## src/logic/sabc_pkg.sv

```systemverilog
// shared constants and types for the trip level alarm and bar colour block
package sabc_pkg;
  // ---------------------------------------------------------------
  // widths and value limits
  // ---------------------------------------------------------------
  localparam int                  VAL_W       = 16;
  localparam int                  DLY_W       = 14;
  localparam int                  NLVL        = 4;
  localparam logic signed [15:0]  READ_MAX    = 16'sh270f;  // 9999
  localparam logic signed [15:0]  READ_MIN    = -16'sh07cf; // -1999
  localparam logic signed [15:0]  BAND_MAX    = 16'sh270f;
  localparam logic [13:0]         DLY_MAX     = 14'h270f;
  // ---------------------------------------------------------------
  // timing
  // ---------------------------------------------------------------
  localparam longint CLK_HZ       = 25000000;
  localparam longint TICK_S       = 1;
  localparam longint TICK_CYC     = CLK_HZ * TICK_S;
  // ---------------------------------------------------------------
  // reset values
  // ---------------------------------------------------------------
  localparam logic signed [15:0] LEVEL_RST = 16'sh0000;
  localparam logic [1:0]         HUE_RST   = 2'h0;
  // ---------------------------------------------------------------
  // types
  // ---------------------------------------------------------------
  typedef enum logic [1:0] {HUE_GREEN, HUE_ORANGE, HUE_RED} sabc_hue_e;
  typedef enum {
    M_IDLE, M_LVL, M_MAKE, M_BREAK, M_BAND, M_SENSE, M_BASE, M_HUE
  } sabc_menu_e;
  // front panel buttons, one-cycle pulses
  typedef struct packed {
    logic prog;
    logic up;
    logic down;
  } sabc_keys_s;
  // what the menu puts on the display
  typedef struct packed {
    logic       active;
    logic [3:0] item;     // menu step number
    logic [1:0] lvl;      // level being edited
    logic [1:0] digit;    // sense digit being edited
    logic       flash;    // selected digit flashes, dp lit
  } sabc_view_s;
endpackage : sabc_pkg

```

## src/logic/sabc_alarm.sv

```systemverilog
// four trip level alarm, relay drive, bar colour and programming menu
`timescale 1ns/10ps
// Notes on behaviour
// RULE1: all four levels are evaluated even without relays fitted
// RULE2: operator parks unused levels at 9999 or -1999 per sense
// RULE3: program plus increment enters the menu at level 1
// RULE4: make delay needs alarm held for whole delay before relay on
// RULE5: break delay needs non-alarm held for whole delay before relay off
// RULE6: only levels 1 and 3 have delays; 2 and 4 act at once
// RULE7: menu order levels, delays, deadbands, then sense digits
// RULE8: high sense trips above the level, low sense below it
// RULE9: four sense digits edited left to right for levels 1 to 4
// RULE10: selected sense digit flashes with dp; program steps on
// RULE11: after digit four, mono unit exits, tri-colour goes to base colour
// RULE12: bar shows exactly one colour for its zone
// RULE13: below the lowest level the base colour shows
// RULE14: above a level its colour shows regardless of level order
// RULE15: equal levels, highest numbered level colour wins
// RULE16: each colour is green, orange or red, cycled by up and down
// RULE17: colours go base, level 1 to 4, then exit
// RULE18: dim input halves brightness setting
// RULE19: lock input allows viewing but blocks every change
// RULE20: alarm clears only after reading returns past level by deadband
// RULE21: delays count one-second ticks and restart when interrupted
module sabc_alarm
  import sabc_pkg::*;
#(
  parameter longint TICK_CYCLES = TICK_CYC,
  parameter bit     TRI_COLOUR  = 1'b1
) (
  // clock and reset
  input  wire logic                    clk,
  input  wire logic                    sys_rst,
  // measurement
  input  wire logic signed [VAL_W-1:0] reading,
  input  wire logic                    readingValid,
  // front panel
  input  wire sabc_keys_s              keys,
  input  wire logic [1:0]              brightSet,
  // rear panel, active low when tied to common
  input  wire logic                    lock_n,
  input  wire logic                    dim_n,
  // relay and indicators
  output logic [NLVL-1:0]              relayOn,
  output logic [NLVL-1:0]              levelLed,
  output sabc_hue_e                    barHue,
  output logic [1:0]                   brightOut,
  // menu display
  output sabc_view_s                   view,
  output logic signed [VAL_W-1:0]      viewValue
);
  // ---------------------------------------------------------------
  // settings storage
  // ---------------------------------------------------------------
  logic signed [VAL_W-1:0] level [NLVL];
  logic signed [VAL_W-1:0] band  [NLVL];
  logic [DLY_W-1:0]        makeDelay  [2];
  logic [DLY_W-1:0]        breakDelay [2];
  logic [NLVL-1:0]         senseHigh;
  sabc_hue_e               baseHue;
  sabc_hue_e               hue [NLVL];
  logic [NLVL-1:0]         alarm;
  logic [NLVL-1:0]         relayNow;
  sabc_menu_e              menu, next_menu;
  logic [1:0]              idx, next_idx;
  logic                    tick;

  // ---------------------------------------------------------------
  // one-second tick
  // ---------------------------------------------------------------
  sabc_tick #(.CYC(TICK_CYCLES)) u_tick (
    .clk     (clk),
    .sys_rst (sys_rst),
    .tick    (tick)
  );

  // ---------------------------------------------------------------
  // per level comparison with deadband, and relay timing
  // ---------------------------------------------------------------
  genvar g;
  generate
    for (g = 0; g < NLVL; g++) begin : gLvl
      wire signed [VAL_W:0] lvlX   = (VAL_W+1)'(level[g]);
      wire signed [VAL_W:0] relLo  = lvlX - band[g];
      wire signed [VAL_W:0] relHi  = lvlX + band[g];
      wire signed [VAL_W:0] rdX    = (VAL_W+1)'(reading);
      wire                  tripHi = rdX > lvlX;
      wire                  tripLo = rdX < lvlX;
      wire                  clrHi  = rdX <= relLo;
      wire                  clrLo  = rdX >= relHi;
      wire                  setIt  = senseHigh[g] ? tripHi : tripLo;    // RULE8
      wire                  clrIt  = senseHigh[g] ? clrHi : clrLo;      // RULE20
      // alarm latch, evaluated for every level
      always_ff @(posedge clk) begin
        if (sys_rst) begin
          alarm[g] <= 1'b0;
        end else if (readingValid) begin
          alarm[g] <= setIt | (alarm[g] & ~clrIt);                      // RULE1 RULE20
        end
      end
      if (g == 0 || g == 2) begin : gDly
        sabc_delay u_dly (
          .clk        (clk),
          .sys_rst    (sys_rst),
          .tick       (tick),
          .makeDelay  (makeDelay[g/2]),
          .breakDelay (breakDelay[g/2]),
          .alarm      (alarm[g]),
          .relay      (relayNow[g])
        );
      end else begin : gNoDly
        assign relayNow[g] = alarm[g];                                  // RULE6
      end
    end
  endgenerate

  // ---------------------------------------------------------------
  // bar colour: scan levels 1 to 4 so later ones override ties
  // ---------------------------------------------------------------
  sabc_hue_e               zoneHue;
  logic signed [VAL_W-1:0] zoneLvl;
  always_comb begin
    zoneHue = baseHue;                                                  // RULE13
    zoneLvl = READ_MIN;
    for (int i = 0; i < NLVL; i++) begin
      if (reading > level[i] && level[i] >= zoneLvl) begin
        zoneHue = hue[i];                                               // RULE14 RULE15
        zoneLvl = level[i];
      end
    end
  end

  // registered outputs
  always_ff @(posedge clk) begin
    if (sys_rst) begin
      relayOn   <= '0;
      levelLed  <= '0;
      barHue    <= HUE_GREEN;
      brightOut <= '0;
    end else begin
      relayOn   <= relayNow;
      levelLed  <= relayNow;                                            // RULE1
      barHue    <= TRI_COLOUR ? zoneHue : HUE_GREEN;                    // RULE12
      brightOut <= dim_n ? brightSet : (brightSet >> 1);                // RULE18
    end
  end

  // ---------------------------------------------------------------
  // menu sequencing
  // ---------------------------------------------------------------
  wire hasDelay = (idx == 2'd0) || (idx == 2'd2);                       // RULE6
  wire lastIdx  = (idx == 2'd3);
  wire editOk   = lock_n;                                               // RULE19
  wire enterKey = keys.prog & keys.up;
  wire stepKey  = keys.prog & ~keys.up;

  always_comb begin
    next_menu = menu;
    next_idx  = idx;
    case (menu)
      M_IDLE: if (enterKey) begin
        next_menu = M_LVL;                                              // RULE3
        next_idx  = 2'd0;
      end
      M_LVL: if (stepKey) next_menu = hasDelay ? M_MAKE : M_BAND;       // RULE7
      M_MAKE: if (stepKey) next_menu = M_BREAK;
      M_BREAK: if (stepKey) next_menu = M_BAND;
      M_BAND: if (stepKey) begin
        next_menu = lastIdx ? M_SENSE : M_LVL;
        next_idx  = idx + 2'd1;
      end
      M_SENSE: if (stepKey) begin
        next_idx = idx + 2'd1;                                          // RULE9 RULE10
        if (lastIdx) next_menu = TRI_COLOUR ? M_BASE : M_IDLE;          // RULE11
      end
      M_BASE: if (stepKey) begin
        next_menu = M_HUE;
        next_idx  = 2'd0;
      end
      M_HUE: if (stepKey) begin
        next_idx = idx + 2'd1;
        if (lastIdx) next_menu = M_IDLE;                                // RULE17
      end
      default: next_menu = M_IDLE;
    endcase
  end

  always_ff @(posedge clk) begin
    if (sys_rst) begin
      menu <= M_IDLE;
      idx  <= 2'd0;
    end else begin
      menu <= next_menu;
      idx  <= next_idx;
    end
  end

  // ---------------------------------------------------------------
  // value editing with up and down, limited to legal range
  // ---------------------------------------------------------------
  wire inc = keys.up & ~keys.prog & editOk;                             // RULE19
  wire dec = keys.down & ~keys.prog & editOk;

  function automatic logic signed [VAL_W-1:0] bump(
    input logic signed [VAL_W-1:0] v,
    input logic signed [VAL_W-1:0] lo,
    input logic signed [VAL_W-1:0] hi,
    input logic                    up,
    input logic                    dn
  );
    bump = v;
    if (up && v < hi) bump = v + 16'sh0001;
    if (dn && v > lo) bump = v - 16'sh0001;
  endfunction : bump

  function automatic sabc_hue_e cycle(input sabc_hue_e h, input logic up, input logic dn);
    cycle = h;
    if (up) cycle = (h == HUE_RED) ? HUE_GREEN : sabc_hue_e'(h + 2'd1);   // RULE16
    if (dn) cycle = (h == HUE_GREEN) ? HUE_RED : sabc_hue_e'(h - 2'd1);
  endfunction : cycle

  wire signed [VAL_W-1:0] mk = VAL_W'(makeDelay[idx[1]]);
  wire signed [VAL_W-1:0] bk = VAL_W'(breakDelay[idx[1]]);
  wire signed [VAL_W-1:0] dMax = VAL_W'(DLY_MAX);
  wire signed [VAL_W-1:0] zero = LEVEL_RST;

  always_ff @(posedge clk) begin
    if (sys_rst) begin
      for (int i = 0; i < NLVL; i++) begin
        level[i] <= LEVEL_RST;
        band[i]  <= LEVEL_RST;
        hue[i]   <= sabc_hue_e'(HUE_RST);
      end
      for (int i = 0; i < 2; i++) begin
        makeDelay[i]  <= '0;
        breakDelay[i] <= '0;
      end
      senseHigh <= '1;
      baseHue   <= sabc_hue_e'(HUE_RST);
    end else begin
      case (menu)
        M_LVL:   level[idx] <= bump(level[idx], READ_MIN, READ_MAX, inc, dec);
        M_MAKE:  makeDelay[idx[1]]  <= DLY_W'(bump(mk, zero, dMax, inc, dec));  // RULE4
        M_BREAK: breakDelay[idx[1]] <= DLY_W'(bump(bk, zero, dMax, inc, dec));  // RULE5
        M_BAND:  band[idx] <= bump(band[idx], zero, BAND_MAX, inc, dec);
        M_SENSE: if (inc | dec) senseHigh[idx] <= ~senseHigh[idx];      // RULE9
        M_BASE:  baseHue <= cycle(baseHue, inc, dec);                    // RULE16
        M_HUE:   hue[idx] <= cycle(hue[idx], inc, dec);
        default: ;
      endcase
    end
  end

  // ---------------------------------------------------------------
  // display of the current menu item
  // ---------------------------------------------------------------
  logic signed [VAL_W-1:0] next_viewValue;
  always_comb begin
    case (menu)
      M_LVL:   next_viewValue = level[idx];
      M_MAKE:  next_viewValue = mk;
      M_BREAK: next_viewValue = bk;
      M_BAND:  next_viewValue = band[idx];
      M_SENSE: next_viewValue = VAL_W'(senseHigh);
      M_BASE:  next_viewValue = VAL_W'(baseHue);
      M_HUE:   next_viewValue = VAL_W'(hue[idx]);
      default: next_viewValue = reading;
    endcase
  end

  always_ff @(posedge clk) begin
    if (sys_rst) begin
      view      <= '0;
      viewValue <= '0;
    end else begin
      view.active <= menu != M_IDLE;
      view.item   <= 4'(menu);
      view.lvl    <= idx;
      view.digit  <= idx;
      view.flash  <= menu == M_SENSE;                                   // RULE10
      viewValue   <= next_viewValue;
    end
  end
endmodule : sabc_alarm

```

## src/logic/sabc_delay.sv

```systemverilog
// make and break delay qualifier for one trip level
`timescale 1ns/10ps
module sabc_delay
  import sabc_pkg::*;
(
  // clock and reset
  input  wire logic             clk,
  input  wire logic             sys_rst,
  // timing
  input  wire logic             tick,
  input  wire logic [DLY_W-1:0] makeDelay,
  input  wire logic [DLY_W-1:0] breakDelay,
  // condition in, relay state out
  input  wire logic             alarm,
  output logic                  relay
);
  logic [DLY_W-1:0] secs;
  wire              differ   = alarm != relay;
  wire [DLY_W-1:0]  limit    = alarm ? makeDelay : breakDelay;
  // the first tick may come at once, so one extra tick guarantees the whole delay
  wire              expired  = (limit == '0) || (secs > limit);   // RULE4 RULE5

  // count whole seconds while the condition differs from the relay
  always_ff @(posedge clk) begin
    if (sys_rst) begin
      secs  <= '0;
      relay <= 1'b0;
    end else if (!differ) begin
      secs  <= '0;                      // RULE21
    end else if (expired) begin
      relay <= alarm;                   // RULE4 RULE5
      secs  <= '0;
    end else if (tick) begin
      secs  <= secs + 1'b1;             // RULE21
    end
  end
endmodule : sabc_delay

```

## src/logic/sabc_tick.sv

```systemverilog
// one-second tick generator
`timescale 1ns/10ps
module sabc_tick
  import sabc_pkg::*;
#(
  parameter longint CYC = TICK_CYC
) (
  // clock and reset
  input  wire logic clk,
  input  wire logic sys_rst,
  // tick out
  output logic      tick
);
  localparam int CW = $clog2(CYC + 1);
  logic [CW-1:0] cnt;
  wire           wrap = (cnt == CW'(CYC - 1));

  // free running divider
  always_ff @(posedge clk) begin
    if (sys_rst) begin
      cnt  <= '0;
      tick <= 1'b0;
    end else begin
      cnt  <= wrap ? '0 : cnt + 1'b1;
      tick <= wrap; // RULE21
    end
  end
endmodule : sabc_tick

```

## config.mk

```make
export PLATFORM = sky130hd
export DESIGN_NAME = sabc_alarm
export DESIGN_NICKNAME = d
export VERILOG_FILES = /design/src/logic/sabc_pkg.sv /design/src/logic/sabc_alarm.sv /design/src/logic/sabc_delay.sv /design/src/logic/sabc_tick.sv
export SDC_FILE = /design/constraint.sdc
export NUM_CORES = 1
export LEC_CHECK = 0
export ABC_AREA = 1
export BUFFER_PORTS_ARGS = -buffer_cell sky130_fd_sc_hd__buf_4
export CORE_UTILIZATION = 25
export DETAILED_ROUTE_END_ITERATION = 12
export GPL_TIMING_DRIVEN = 1
export PLACE_DENSITY = 0.42
export SKIP_CTS_REPAIR_TIMING = 1
export SLEW_MARGIN = 40
export SYNTH_ARGS = -nofsm -noshare
export SYNTH_HDL_FRONTEND = slang
export SYNTH_SLANG_ARGS = --single-unit
```

## constraint.sdc

```tcl
create_clock -name clk -period 10.58 [get_ports clk]
set_clock_uncertainty 0.15 [all_clocks]
set_input_delay 2.116 -clock clk [delete_from_list [all_inputs] [get_ports clk]]
set_output_delay 2.116 -clock clk [all_outputs]
set_load 0.005 [all_outputs]
```

==> flow_summary.ini <==
[timing]
min_period_ps = 9240
slew_viol_final = 0
hold_viol = 0
max_freq_mhz = 108
setup_ws_ps = 1340
rsz0062_at_grt = no
setup_viol = 0
setup_tns_ps = 0
tightest_slew_ps = 828
post-route-period-util_pct = 87.3
slew_headroom_pct = 44.6

[synth]
synth_edf_count = 192
synth_area_per_cell_um2 = 7.06
synth_top_cell_by_area = edfxtp_1
yosysWarnings = 0
synth-seq-area-share_pct = 25.6
yosysTopAreaCellShare_pct = 18.8
netlist_area_um2 = 30600
synth-main-ff-cell = edfxtp_1
synthDistinctLibCells = 62
synth.area.top_cells = edfxtp_1 (19%), ha_1 (17%), nand2_1 (12%)
netlist_instances = 4338
syn-num-nets = 4798
synth-seq-cells = 296
synth-async-reset-ratio_pct = 0

[clock_tree]
cts-buffers-inserted = 39
tritoncts = built
clkTransAtPathRegs_ps = 70
htree_levels = 2
cts_root_buf = clkbuf_16
clockBufferDepth = 3
insertion_delay_ps = 600
clock_sinks = 296

[placement]
place_ws_ps = 893
place_congestion = 0.932
dp_hpwl_mm = 106
port-buffer-count = 62

[global_route]
antenna_found_initial = 7
track_usage_pct = 20.7
grt_pass1_wl_mm = 192
grt_max_degree = 67
grt_overflow = 0
grt_pass1_vias = 27900

[drt]
met2WireLength_mm = 55.6
top_layer_used = met4
drtPass1Iterations = 8
route.final.wire_length_mm = 132
drt.antenna.violating_nets = 0
dr_wl_met3_mm = 8.58
post_drt_via_cell_ratio = 4.93
detail_route.iter0.violations = 2826
wl_met1_mm = 65.1
wl_per_cell_um = 22.0
drc = 0
dr_total_vias = 29700

[floorplan]
coreArea_um2 = 122000
die_w_um = 352
boundaryPins = 64
die_h_um = 352
initial_core_util_pct = 25.2
die-area_um2 = 124000
rows = 128

[status]
status = finished clean

[worst_setup_path]
cpPeakStageDelay_ps = 480
critPathBufInv = 8
crit_slowest_cell = nor4_1
cpMostUsedCell = nand2_1
cp.required_ps = 10960
crit_type = input pin to register
critPathLaunchType = input pin
end_kind = register
crit_family = simple AND/OR/NAND/NOR gates
cp_max_fo = 20
arrival_ps = 9620

[run]
max-cap-violations = 0

[pwr]
p_per_area_nw_per_um2 = 171
power.leakage_nw = 15.6
ir_drop_uv = 115

[worst_hold_path]
min_path_type = register to register

[cells_and_area]
area_growth_syn_to_layout_pct = 11.0
final_common_cell = nand2_1
final_cell_mix = nand2_1 (996), inv_1 (521), nor2_1 (483)
finalNetCount = 4818
drive_above_1_share_pct = 6.56
==> cell families (layout without fill, tap and decap cells) <==
family	count (synthesis)	count (layout)	share of synthesized area, %
other cells	1	4	0.0122
fa+ha+maj	434	434	17.9
flops	296	296	25.6
compound gates	716	716	13.1
buf+inv	679	730	9.22
simple gates	1989	1989	27.8
mux	10	10	0.327
xor+xnor	213	213	6.09
==> metrics by stage <==
step	instances	utilization [%]	hold slack [ps]	power [mW]	instance area [µm²]
3_5_place_dp	5942	26.9	262	4.44	32700
4_1_cts	6014	27.9	273	5.81	34000
3_3_place_gp	5942	26.9	254	4.45	32700
5_1_grt	6014	27.9	309	6.21	34000
2_1_floorplan	4338	-	250	3.46	30600
6_report	6017	27.9	273	5.82	34000
==> synthesized netlist by cell type (5+ instances only) <==
cell type and instances:
a221oi_1 5, buf_6 25, buf_1 5, xnor2_1 17
a31oi_1 23, nand3_2 21, o221ai_1 11, edfxtp_1 192
nor2_2 8, nor3b_1 6, a22oi_1 7, buf_4 19
a21o_1 14, buf_2 14, nor4_1 29, o21ai_2 9
o211ai_1 15, a211oi_1 9, o21ai_0 214, nand2_2 32
nand3_1 233, mux2i_1 10, a21oi_1 316, a21boi_0 11
clkinv_1 6, xor2_1 196, o21a_1 12, o21bai_1 9
inv_2 21, nor2_1 483, nand4_1 66, o21ai_1 28
nand2_1 997, ha_1 426, inv_1 521, fa_1 8
nand2_4 5, dfxtp_1 104, o22ai_1 10, or2_2 15
clkbuf_1 68, o31ai_1 9, nand3b_1 10, nor3_1 69
==> registers in the layout (all words and copies together), names as in the netlist, 3 cells and up, named ones only <==
| register | flops |
|---|---|
| alarm | 4 |
| band | 64 |
| breakDelay | 28 |
| gLvl.gDly.u_dly.secs | 28 |
| hue | 8 |
| level | 64 |
| levelLed | 4 |
| makeDelay | 28 |
| menu | 3 |
| senseHigh | 4 |
| u_tick.cnt | 25 |
| view | 7 |
| viewValue | 16 |
==> routing by layer <==
| metal | GRT usage (%) | vias to the layer above |
|---|---|---|
| li1 | - | 14500 |
| met1 | 31.4 | 14100 |
| met2 | 31.2 | 993 |
| met3 | 2.11 | 127 |
| met4 | 4.74 | 0 |
| met5 | 0 | - |
==> path summary, 6_finish.rpt <==
path | startpoint | end | slack (ps) | cells after the start
hold reg to reg | alarm[3]$_SDFFE_PP0P_ | levelLed[3]$_SDFF_PP0_ | 270 | 2
hold / removal | alarm[3]$_SDFFE_PP0P_ | levelLed[3]$_SDFF_PP0_ | 270 | 2
setup reg to reg | level[0][1]$_SDFFCE_PN0P_ | barHue[0]$_SDFF_PP0_ | 2060 | 46
setup / recovery | reading[0] | barHue[0]$_SDFF_PP0_ | 1340 | 49
==> cell type report <==
class / instances / area (µm²)
clock buffers: 55 / 1080
fillers: 13600 / 87700
repair buffers: 110 / 826
inverters: 548 / 2060
diodes: 3 / 7.51
clock inverters: 17 / 169
flip-flops and latches: 296 / 7850
multi-input cells: 3363 / 20000
well taps: 1625 / 2030
==> worst min-delay path, cell delays in order (launching register included) <==
cell     delay, ps
dfxtp_1        300
inv_1           40
nor2_1          40
==> power by group <==
part           internal (mW)  switching, mW
registers               1.33          0.167
logic                  0.886           2.09
clock network          0.767          0.581
(Power assumes the default switching activity.)
